File: src/ctr_cond_pkg.sv
// Purpose: constants and carriers for the counter conditioning block
// Assumes: 40 MHz system clock, APB with 32-bit data
// Notes:   register offsets are byte addresses
package ctr_cond_pkg;

    localparam int unsigned CLK_HZ        = 40_000_000;
    localparam int unsigned FILT_CLK_HZ   = 40_000_000;
    localparam int unsigned FILT_N_SHORT  = 5;
    localparam int unsigned FILT_N_MID    = 257;
    localparam int unsigned FILT_N_LONG   = 101_800;
    localparam int unsigned FILT_CNT_W    = 17;

    localparam logic [7:0] OFS_CTRL   = 8'h00;
    localparam logic [7:0] OFS_CMD    = 8'h04;
    localparam logic [7:0] OFS_PULSES = 8'h08;
    localparam logic [7:0] OFS_FILT   = 8'h0c;
    localparam logic [7:0] OFS_STATUS = 8'h10;
    localparam logic [7:0] OFS_COUNT  = 8'h14;
    localparam logic [7:0] OFS_RESULT = 8'h18;

    // ctrl and cmd field positions
    localparam int unsigned CTRL_MODE_LSB  = 0;
    localparam int unsigned CTRL_ARM_PIN   = 2;
    localparam int unsigned CTRL_STRIG     = 3;
    localparam int unsigned CTRL_PAUSE     = 4;
    localparam int unsigned CTRL_PAUSE_POL = 5;
    localparam int unsigned CTRL_CONT      = 6;
    localparam int unsigned CTRL_RETRIG    = 7;
    localparam int unsigned CTRL_SAMPEN    = 8;
    localparam int unsigned CTRL_PRE_LSB   = 9;
    localparam int unsigned CTRL_EXTSRC    = 11;
    localparam int unsigned CTRL_GSEL      = 12;
    localparam int unsigned CTRL_TOGGLE    = 13;
    localparam int unsigned CTRL_OUTPOL    = 14;
    localparam int unsigned CMD_ARM        = 0;
    localparam int unsigned CMD_STOP       = 1;

    localparam logic [31:0] CTRL_RST   = 32'h0000_0000;
    localparam logic [31:0] PULSES_RST = 32'h0000_0001;
    localparam logic [1:0]  PRE_OFF = 2'h0;
    localparam logic [1:0]  PRE_2X  = 2'h1;
    localparam logic [1:0]  PRE_8X  = 2'h2;
    localparam logic [1:0]  FILT_OFF = 2'h0;
    localparam logic [1:0]  FILT_SHORT = 2'h1;
    localparam logic [1:0]  FILT_MID = 2'h2;
    localparam logic [1:0]  FILT_LONG = 2'h3;

    localparam logic [1:0] MODE_EDGE   = 2'h0;
    localparam logic [1:0] MODE_PERIOD = 2'h1;
    localparam logic [1:0] MODE_PULSE  = 2'h2;

    typedef struct packed {
        logic        pready;
        logic [31:0] prdata;
        logic        pslverr;
    } apb_rsp_s;

endpackage

File: src/ctr_cond.sv
// Purpose: trigger, filter, prescale and synchronous-count logic around one 32-bit counter
// Assumes: all inputs synchronous to clk_i; clk_i is the filter clock and the counting timebase
// Notes:   APB slave, zero wait states
//
// How it works
// - nothing counts, measures or generates until armed by software or hardware
// - hardware arm uses the routed trigger on the hardware arm input
// - start trigger launches finite or continuous pulse generation per type
// - continuous generation runs until software stop command
// - finite generation emits programmed pulses then halts; retrigger restarts it
// - start trigger arrives on the gate input; gate edge logic detects it
// - edge counting holds while pause inactive, counts when active; polarity selectable
// - continuous generation suspends output while pause inactive; polarity selectable
// - period runs rising gate to rising gate, counting source rises, after arm
// - with sample clock, result stored only if sample edge seen in period
// - no measurement taken or stored before arming
// - internal output and terminal count exported for the other counter's gate
// - enabled filters sample inputs each 40 MHz clock
// - level change passes after N consecutive equal samples, both directions
// - settings give N of 5, 257, 101800, or disabled
// - source, gate and arm filters set independently, sample clock filter always off; all disabled after reset
// - prescaler divides by 8, 2 or bypass; counter counts rollovers
// - prescaler count is never readable
// - prescaling applies only with an external source
// - each rising gate stores source pulses since previous rising gate
// - gate-sampled-by-source store belongs to the asynchronous mode, not used here
// - source and gate synchronised to timebase; gate edges seen without source pulses
// - one increment per source pulse; count and output change on timebase
//
// Implementation choices: the address map and the APB register port.
`timescale 1ns/1ps
`default_nettype none
module ctr_cond
    import ctr_cond_pkg::*;
#(
    parameter int unsigned FILT_LONG_N = FILT_N_LONG
)(
    input  wire logic        clk_i,
    input  wire logic        rstn_i,
    input  wire logic        ce_i,
    input  wire logic        psel_i,
    input  wire logic        penable_i,
    input  wire logic        pwrite_i,
    input  wire logic [7:0]  paddr_i,
    input  wire logic [31:0] pwdata_i,
    output logic             pready_o,
    output logic [31:0]      prdata_o,
    output logic             pslverr_o,
    input  wire logic        source_i,
    input  wire logic        gate_i,
    input  wire logic        hardware_arm_input_i,
    input  wire logic        sample_clk_i,
    input  wire logic        other_out_i,
    output logic             internal_out_o,
    output logic             terminal_count_pulse_o,
    output logic             store_pulse_o,
    output logic [31:0]      store_data_o
);

    // ------------------------------------------------------------
    // registers
    // ------------------------------------------------------------
    logic [31:0] ctrl_ff;
    logic [31:0] pulses_ff;
    logic [5:0]  filt_ff;
    logic [31:0] count_ff;
    logic [31:0] result_ff;
    logic        armed_ff;
    logic        running_ff;
    logic        done_ff;
    apb_rsp_s    rsp_ff;

    wire        wr_acc   = psel_i & penable_i & pwrite_i;
    wire        rd_acc   = psel_i & penable_i & ~pwrite_i;
    wire        wr_ctrl  = wr_acc & (paddr_i == OFS_CTRL);
    wire        wr_cmd   = wr_acc & (paddr_i == OFS_CMD);
    wire        wr_pul   = wr_acc & (paddr_i == OFS_PULSES);
    wire        wr_filt  = wr_acc & (paddr_i == OFS_FILT);
    wire        sw_arm   = wr_cmd & pwdata_i[CMD_ARM];
    wire        sw_stop  = wr_cmd & pwdata_i[CMD_STOP];
    wire [1:0]  mode     = ctrl_ff[CTRL_MODE_LSB +: 2];
    wire        arm_pin_en = ctrl_ff[CTRL_ARM_PIN];
    wire        strig_en = ctrl_ff[CTRL_STRIG];
    wire        pause_en = ctrl_ff[CTRL_PAUSE];
    wire        pause_pol = ctrl_ff[CTRL_PAUSE_POL];
    wire        cont     = ctrl_ff[CTRL_CONT];
    wire        retrig   = ctrl_ff[CTRL_RETRIG];
    wire        samp_en  = ctrl_ff[CTRL_SAMPEN];
    wire [1:0]  pre_sel  = ctrl_ff[CTRL_PRE_LSB +: 2];
    wire        ext_src  = ctrl_ff[CTRL_EXTSRC];
    wire        gate_sel = ctrl_ff[CTRL_GSEL];
    wire        toggle_m = ctrl_ff[CTRL_TOGGLE];
    wire        out_pol  = ctrl_ff[CTRL_OUTPOL];

    // ------------------------------------------------------------
    // debounce filters: source, gate, arm, sample clock
    // ------------------------------------------------------------
    function automatic logic [FILT_CNT_W-1:0] filt_n(input logic [1:0] s);
        unique case (s)
            FILT_SHORT: filt_n = FILT_CNT_W'(FILT_N_SHORT);
            FILT_MID:   filt_n = FILT_CNT_W'(FILT_N_MID);
            FILT_LONG:  filt_n = FILT_CNT_W'(FILT_LONG_N);
            default:    filt_n = FILT_CNT_W'(1);
        endcase
    endfunction

    wire [3:0] raw_in = {sample_clk_i, hardware_arm_input_i, gate_i, source_i};
    logic [3:0] filt_out;
    logic [1:0] filt_set [4];
    assign filt_set[0] = filt_ff[1:0];
    assign filt_set[1] = filt_ff[3:2];
    assign filt_set[2] = filt_ff[5:4];
    assign filt_set[3] = FILT_OFF;

    genvar gi;
    generate
        for (gi = 0; gi < 4; gi++)
        begin : g_filt
            logic [FILT_CNT_W-1:0] run_ff;
            logic                  lvl_ff;
            wire  [FILT_CNT_W-1:0] nxt_run = (raw_in[gi] == lvl_ff) ? '0 : run_ff + 1'b1;
            wire                   pass = (filt_set[gi] == FILT_OFF)
                                          || (nxt_run >= filt_n(filt_set[gi]));
            always_ff @(posedge clk_i)
            begin
                if (!rstn_i)
                begin
                    run_ff <= '0;
                    lvl_ff <= 1'b0;
                end
                else if (ce_i)
                begin
                    // sample each clock; a sample equal to the held level resets the run
                    run_ff <= pass ? '0 : nxt_run;
                    if (pass)
                        lvl_ff <= raw_in[gi];
                end
            end
            assign filt_out[gi] = lvl_ff;
        end
    endgenerate

    // ------------------------------------------------------------
    // edge detect on timebase
    // ------------------------------------------------------------
    logic [3:0] prev_ff;
    wire        gate_lvl = gate_sel ? other_out_i : filt_out[1];
    wire        src_rise = filt_out[0] & ~prev_ff[0];
    wire        gate_rise = gate_lvl & ~prev_ff[1];
    wire        arm_rise = filt_out[2] & ~prev_ff[2];
    wire        samp_rise = filt_out[3] & ~prev_ff[3];
    wire        pause_ok = ~pause_en | (gate_lvl == pause_pol);

    // ------------------------------------------------------------
    // prescaler
    // ------------------------------------------------------------
    logic [2:0] pre_ff;
    wire  [1:0] pre_eff = ext_src ? pre_sel : PRE_OFF;
    wire  [2:0] pre_max = (pre_eff == PRE_8X) ? 3'h7 : (pre_eff == PRE_2X) ? 3'h1 : 3'h0;
    wire        tick = src_rise & (pre_ff >= pre_max);

    // ------------------------------------------------------------
    // arming and run control
    // ------------------------------------------------------------
    wire arm_evt  = sw_arm | (arm_pin_en & arm_rise);
    wire is_pulse = (mode == MODE_PULSE);
    wire start_ev = armed_ff & is_pulse & gate_rise
                    & (~running_ff | (~cont & retrig));
    wire go_now   = armed_ff & is_pulse & ~running_ff & ~strig_en & ~done_ff;
    wire last_p   = ~cont & (count_ff + 32'h1 >= pulses_ff);
    wire gen_adv  = running_ff & pause_ok & tick;
    logic samp_seen_ff;
    logic period_on_ff;

    always_ff @(posedge clk_i)
    begin
        if (!rstn_i)
        begin
            armed_ff   <= 1'b0;
            running_ff <= 1'b0;
            done_ff    <= 1'b0;
            count_ff   <= '0;
            pre_ff     <= '0;
            prev_ff    <= '0;
            internal_out_o <= 1'b0;
            terminal_count_pulse_o <= 1'b0;
            store_pulse_o <= 1'b0;
            store_data_o  <= '0;
            result_ff  <= '0;
            samp_seen_ff <= 1'b0;
            period_on_ff <= 1'b0;
        end
        else if (ce_i)
        begin
            prev_ff <= {filt_out[3], filt_out[2], gate_lvl, filt_out[0]};
            terminal_count_pulse_o <= 1'b0;
            store_pulse_o <= 1'b0;
            if (src_rise)
                pre_ff <= (pre_ff >= pre_max) ? 3'h0 : pre_ff + 3'h1;
            if (arm_evt)
            begin
                armed_ff <= 1'b1;
                done_ff  <= 1'b0;
                count_ff <= '0;
                period_on_ff <= 1'b0;
            end
            if (sw_stop)
            begin
                armed_ff   <= 1'b0;
                running_ff <= 1'b0;
                internal_out_o <= out_pol;
            end
            else if (start_ev | go_now)
            begin
                running_ff <= 1'b1;
                count_ff   <= '0;
            end
            else if (gen_adv)
            begin
                terminal_count_pulse_o <= 1'b1;
                internal_out_o <= toggle_m ? ~internal_out_o : ~out_pol;
                count_ff <= count_ff + 32'h1;
                if (last_p)
                begin
                    running_ff <= 1'b0;
                    done_ff    <= 1'b1;
                end
            end
            else if (is_pulse & ~toggle_m)
                internal_out_o <= out_pol;
            if (armed_ff & ~arm_evt & mode == MODE_EDGE & pause_ok & tick)
                count_ff <= count_ff + 32'h1;
            if (armed_ff & ~arm_evt & mode == MODE_PERIOD)
            begin
                if (samp_rise)
                    samp_seen_ff <= 1'b1;
                if (gate_rise)
                begin
                    period_on_ff <= 1'b1;
                    count_ff <= tick ? 32'h1 : 32'h0;
                    samp_seen_ff <= samp_rise;
                    if (period_on_ff & (~samp_en | samp_seen_ff))
                    begin
                        store_pulse_o <= 1'b1;
                        store_data_o  <= count_ff;
                        result_ff     <= count_ff;
                    end
                end
                else if (period_on_ff & tick)
                    count_ff <= count_ff + 32'h1;
            end
        end
    end

    // ------------------------------------------------------------
    // APB slave
    // ------------------------------------------------------------
    wire [31:0] status = {28'h0, period_on_ff, done_ff, running_ff, armed_ff};
    wire        addr_ok = (paddr_i[1:0] == 2'h0) && (paddr_i <= OFS_RESULT);
    wire [31:0] rd_mux =
        (paddr_i == OFS_CTRL)   ? ctrl_ff :
        (paddr_i == OFS_PULSES) ? pulses_ff :
        (paddr_i == OFS_FILT)   ? {26'h0, filt_ff} :
        (paddr_i == OFS_STATUS) ? status :
        (paddr_i == OFS_COUNT)  ? count_ff :
        (paddr_i == OFS_RESULT) ? result_ff : 32'h0;

    always_ff @(posedge clk_i)
    begin
        if (!rstn_i)
        begin
            ctrl_ff   <= CTRL_RST;
            pulses_ff <= PULSES_RST;
            filt_ff   <= '0;
            rsp_ff    <= '0;
        end
        else if (ce_i)
        begin
            if (wr_ctrl)
                ctrl_ff <= pwdata_i;
            if (wr_pul)
                pulses_ff <= pwdata_i;
            if (wr_filt)
                filt_ff <= pwdata_i[5:0];
            rsp_ff.pready  <= psel_i & ~penable_i;
            rsp_ff.pslverr <= psel_i & ~penable_i & ~addr_ok;
            rsp_ff.prdata  <= (psel_i & ~penable_i & ~pwrite_i) ? rd_mux : 32'h0;
        end
    end

    assign pready_o  = rsp_ff.pready;
    assign prdata_o  = rsp_ff.prdata;
    assign pslverr_o = rsp_ff.pslverr;

    // ------------------------------------------------------------
    // checks
    // ------------------------------------------------------------
    a_no_arm_store: assert property (@(posedge clk_i) disable iff (!rstn_i)
        !armed_ff |=> !store_pulse_o)
        else $error("store without arm");
    a_samp_gate: assert property (@(posedge clk_i) disable iff (!rstn_i)
        (ce_i && armed_ff && mode == MODE_PERIOD && samp_en && gate_rise && !samp_seen_ff
         && !arm_evt) |=> !store_pulse_o)
        else $error("store without sample edge");
    a_stop_halts: assert property (@(posedge clk_i) disable iff (!rstn_i)
        (ce_i && sw_stop) |=> !running_ff && !armed_ff)
        else $error("stop ignored");
    a_finite_end: assert property (@(posedge clk_i) disable iff (!rstn_i)
        (ce_i && gen_adv && last_p && !sw_stop && !start_ev && !go_now) |=> done_ff && !running_ff)
        else $error("finite run overran");
    a_pause_hold: assert property (@(posedge clk_i) disable iff (!rstn_i)
        (ce_i && mode == MODE_EDGE && !pause_ok && !arm_evt) |=> $stable(count_ff))
        else $error("count moved while paused");
    a_filt_reset: assert property (@(posedge clk_i) disable iff (!rstn_i)
        $rose(rstn_i) |-> filt_ff == 6'h0)
        else $error("filter not off after reset");
    a_pre_bypass: assert property (@(posedge clk_i) disable iff (!rstn_i)
        !ext_src |-> (tick == src_rise))
        else $error("prescale on internal source");
    a_apb_ready: assert property (@(posedge clk_i) disable iff (!rstn_i)
        (ce_i && psel_i && !penable_i) |=> pready_o)
        else $error("apb no ready");
    a_filt_short: assert property (@(posedge clk_i) disable iff (!rstn_i)
        (ce_i && filt_ff[1:0] == FILT_SHORT && source_i != g_filt[0].lvl_ff
         && g_filt[0].run_ff < 17'h3) |=> $stable(g_filt[0].lvl_ff))
        else $error("filter passed early");

endmodule
`default_nettype wire

File: config.mk
export PLATFORM = sky130hd
export DESIGN_NAME = ctr_cond
export DESIGN_NICKNAME = d
export VERILOG_FILES = /design/src/ctr_cond_pkg.sv /design/src/ctr_cond.sv
export SDC_FILE = /design/constraint.sdc
export NUM_CORES = 1
export LEC_CHECK = 0
export BUFFER_PORTS_ARGS = -buffer_cell sky130_fd_sc_hd__buf_2
export CORE_ASPECT_RATIO = 1.2
export CORE_MARGIN = 2
export CORE_UTILIZATION = 55
export CTS_BUF_LIST = sky130_fd_sc_hd__clkbuf_16
export DETAILED_ROUTE_END_ITERATION = 7
export GPL_TIMING_DRIVEN = 1
export PLACE_DENSITY_LB_ADDON = 0.05
export SLEW_MARGIN = 20
export SYNTH_ARGS = -nofsm -noshare
export SYNTH_HDL_FRONTEND = slang
export SYNTH_SLANG_ARGS = --single-unit
File: constraint.sdc
create_clock -name clk_i -period 6.1 [get_ports clk_i]
set_input_delay 1.22 -clock clk_i [delete_from_list [all_inputs] [get_ports clk_i]]
set_output_delay 1.22 -clock clk_i [all_outputs]
set_load 0.03 [all_outputs]
==> metrics.txt <==
status finished clean; GRT busiest layer met2; Worst R2R Start count_ff[3]$_SDFFE_PN0P_; CTS Buffer Depth 3; placed standard-cell area 0.01388 mm2; Seq pwr share 0.499; Rows 61; Placed Instances 1956; FMAX 229.7 MHz; met2 usage 0.5041; reg2reg setup slack 1.75 ns; Final Instance Area 0.01464 mm2; Setup CP Type reg2reg; clk_skew 0.02186 ns; sequential area share after synthesis 0.3639; GP Congestion 0.9424; die area 0.02506 mm2; Yosys top cell area share 0.3639; total number of vias 12285; EDFF count, synth 0; Avg Cell Area, Syn 8.172 um2; Fillers 2109; Slew @ Worst Pin 0.9902 ns; root buf cell clkbuf_16; Initial DRT Pass Iterations 5; die span in y 173.0 um; total grt overflow 0; PnR worst setup slack 1.746 ns; dpl hpwl 26380 um; Yosys warning total 0; DR WL/cell 18.96 um; first-pass GRT wire length 60830 um; max-slew violation count 0; cts hold-fix bufs 0; final wirelength 37990 um; DRC viols 0; Startpoint Class register; Primary FF master, synth dfxtp_1; Synth cell types 86; Hold Path Class reg2reg; clock edge transition at the registers on the reported setup and hold paths 0.06 ns; Yosys top cell by area dfxtp_1; Synth area leaders dfxtp_1 36%, ha_1 6.8%, a21oi_1 6.3%; Synth async-reset ratio 0; Hold Path Stages 2; cts repair resizes 0; post-synth net total 1724; Final period util 0.7137; static leakage 0.005605 uW; R2R cell count 15; met1 Use GR 0.3854; CTS sink cnt 238; TritonCTS Buffers 26; Hold Crit Start ctrl_ff[16]$_SDFFE_PN0P_; Setup Buffers After CTS 0; Layout Nets 1791; Final Total Pwr 3138 uW; PwrDens 214.3 mW/mm2; Slew HR 0.3399; Gate power share 0.048; 1st-iter DRT viols 936; # Max-Cap Violations 0; area used by multi-input combinational logic 0.007726 mm2; largest net degree at the start of global routing 94; Clock Latency Late Sink 0.54 ns; vias in the first global route 11591; Post-synth top cells 238 x dfxtp_1, 217 x nand2_1, 164 x a21oi_1, 152 x nor2_1, 84 x clkbuf_1; pre-CTS WS 1.631 ns; GRT met3 Usage 0.04348; Layout Cells excl Fill 2004; top-count cell post-synth dfxtp_1; Clk network pwr share 0.454; Net Switching 743.0 uW; FF/Latch Area 0.004765 mm2; P_int 2395 uW; num ports 120; CP required 6.57 ns; Net Sw Frac 0.2368; CP endpoint kind register; initial antenna violation count 2; fraction of layout cells with a size suffix above 1 0.1256; Area growth, synth to finish 11.85%; synthesized area 0.01309 mm2; Port Buffers 119; post-route antenna net violation count 0; All-Layer GR Usage 0.2990; die width 144.8 um; Placeable Area 0.02328 mm2; setup violators final 0; worst reg2reg endpoint done_ff$_SDFFE_PN0P_; #FFs+latches synth 238; hold endpoint ctrl_ff[16]$_SDFFE_PN0P_; setup TNS 0 ns; CP arrival 4.83 ns; CTS tree done; Initial Util 0.5624; crit-path max FO 9; final hold viol count 0; H-tree levels 1; VDD IR max 0.2404 mV; Post-Synthesis Cells 1602; via/cell ratio 6.130; Final min period 4.354 ns; RSZ-0062 raised after global routing false
[power by group through the flow]
| stage | clock network [uW] | registers (uW) | logic, uW |
|---|---|---|---|
| final | 1420 | 1560 | 149 |
| after global routing | 1520 | 1560 | 162 |
| after CTS | 1450 | 1560 | 147 |
| after detailed placement | 0 | 1600 | 147 |
| after global placement | 0 | 1600 | 144 |
| after floorplan | 0 | 1600 | 87.0 |
[metal layers]
metal | share of wire | vias up
met5 | 0.00071 | -
met1 | 0.41 | 5828
met2 | 0.48 | 427
li1 | - | 5931
met3 | 0.070 | 95
met4 | 0.035 | 4
[state kept, by name, summed over array words and instances, names as in the netlist]
name	cells
armed_ff	1
count_ff	32
ctrl_ff	32
done_ff	1
filt_ff	6
g_filt.lvl_ff	4
g_filt.run_ff	51
internal_out_o	1
period_on_ff	1
prdata_o	32
pre_ff	3
pready_o	1
prev_ff	4
pslverr_o	1
pulses_ff	32
result_ff	32
running_ff	1
samp_seen_ff	1
store_pulse_o	1
terminal_count_pulse_o	1
[placed cells by master, fill, tap and decap left out, types with 6 or more instances in the layout]
master     count
nand3_1       53
clkinv_2       6
nor4_1         7
o211ai_1       9
and2_1         7
and3_1        16
or4_1          7
nor3_1        18
o22ai_1        7
nand2_1      217
mux2i_1       46
or3_1         14
a31oi_1       24
clkinv_1       6
o21ai_0       52
inv_1         64
nand4_1       23
dfxtp_1      238
a21o_1        22
and4_1         8
a21oi_1      164
ha_1          71
nor2_1       149
clkbuf_16     27
a222oi_1      28
xor2_1        36
buf_4         22
a22o_1        45
a22oi_1        7
or2_2          6
a32o_1         6
buf_2        119
nand2b_1       6
nor2b_1       13
xnor2_1       34
[worst max path at each step]
stage / startpoint / to / depth (start not counted)
after CTS: count_ff[3]$_SDFFE_PN0P_ / done_ff$_SDFFE_PN0P_ / 15
final: count_ff[3]$_SDFFE_PN0P_ / done_ff$_SDFFE_PN0P_ / 15
after global routing: count_ff[3]$_SDFFE_PN0P_ / done_ff$_SDFFE_PN0P_ / 15
after floorplan: gate_i / g_filt[1].run_ff[12]$_SDFFE_PN0P_ / 13
after global placement: hardware_arm_input_i / g_filt[2].run_ff[1]$_SDFFE_PN0P_ / 13
after detailed placement: hardware_arm_input_i / g_filt[2].run_ff[1]$_SDFFE_PN0P_ / 13
[per-stage QoR]
stage               hold WS (ns)    util
floorplan                 0.4332       -
global placement          0.4386  0.5955
detailed placement        0.4432  0.5963
CTS                       0.4519  0.6289
global route              0.4758  0.6289
finish                    0.4510  0.6290
[cell type report]
| class | count | area share |
|---|---|---|
| antenna | 1 | 0.0001709 |
| clock buffer | 27 | 0.04614 |
| clock inverter | 20 | 0.005640 |
| inverter | 57 | 0.01478 |
| multi-input combinational | 1204 | 0.5276 |
| sequential | 238 | 0.3254 |
| tap | 315 | 0.02692 |
| timing repair buffer | 142 | 0.05332 |
[logic make-up after synthesis]
logic type,count (synthesis),synth area share
xor gates and xnor gates,70,0.04683
buffers and inverters,160,0.04846
DFF,238,0.3639
adders and majority gates,71,0.06786
muxes,48,0.03775
AOI/OAI and AO/OA,441,0.2295
and+or+nand+nor,574,0.2057
[worst max-delay path, stage by stage (launching register included)]
cell and delay [ns]:
dfxtp_1 0.48, and4_1 0.28, nand4_1 0.19, or3_1 0.49
nor3_2 0.55, nand3_1 0.17, xnor2_1 0.17, ha_1 0.31
a21o_1 0.12, a21o_1 0.11, a21oi_1 0.06, o21ai_0 0.24
o211ai_1 0.16, or4_1 0.53, o22ai_1 0.24, a32o_1 0.20
No activity file was read; power rests on OpenSTA's default activity.
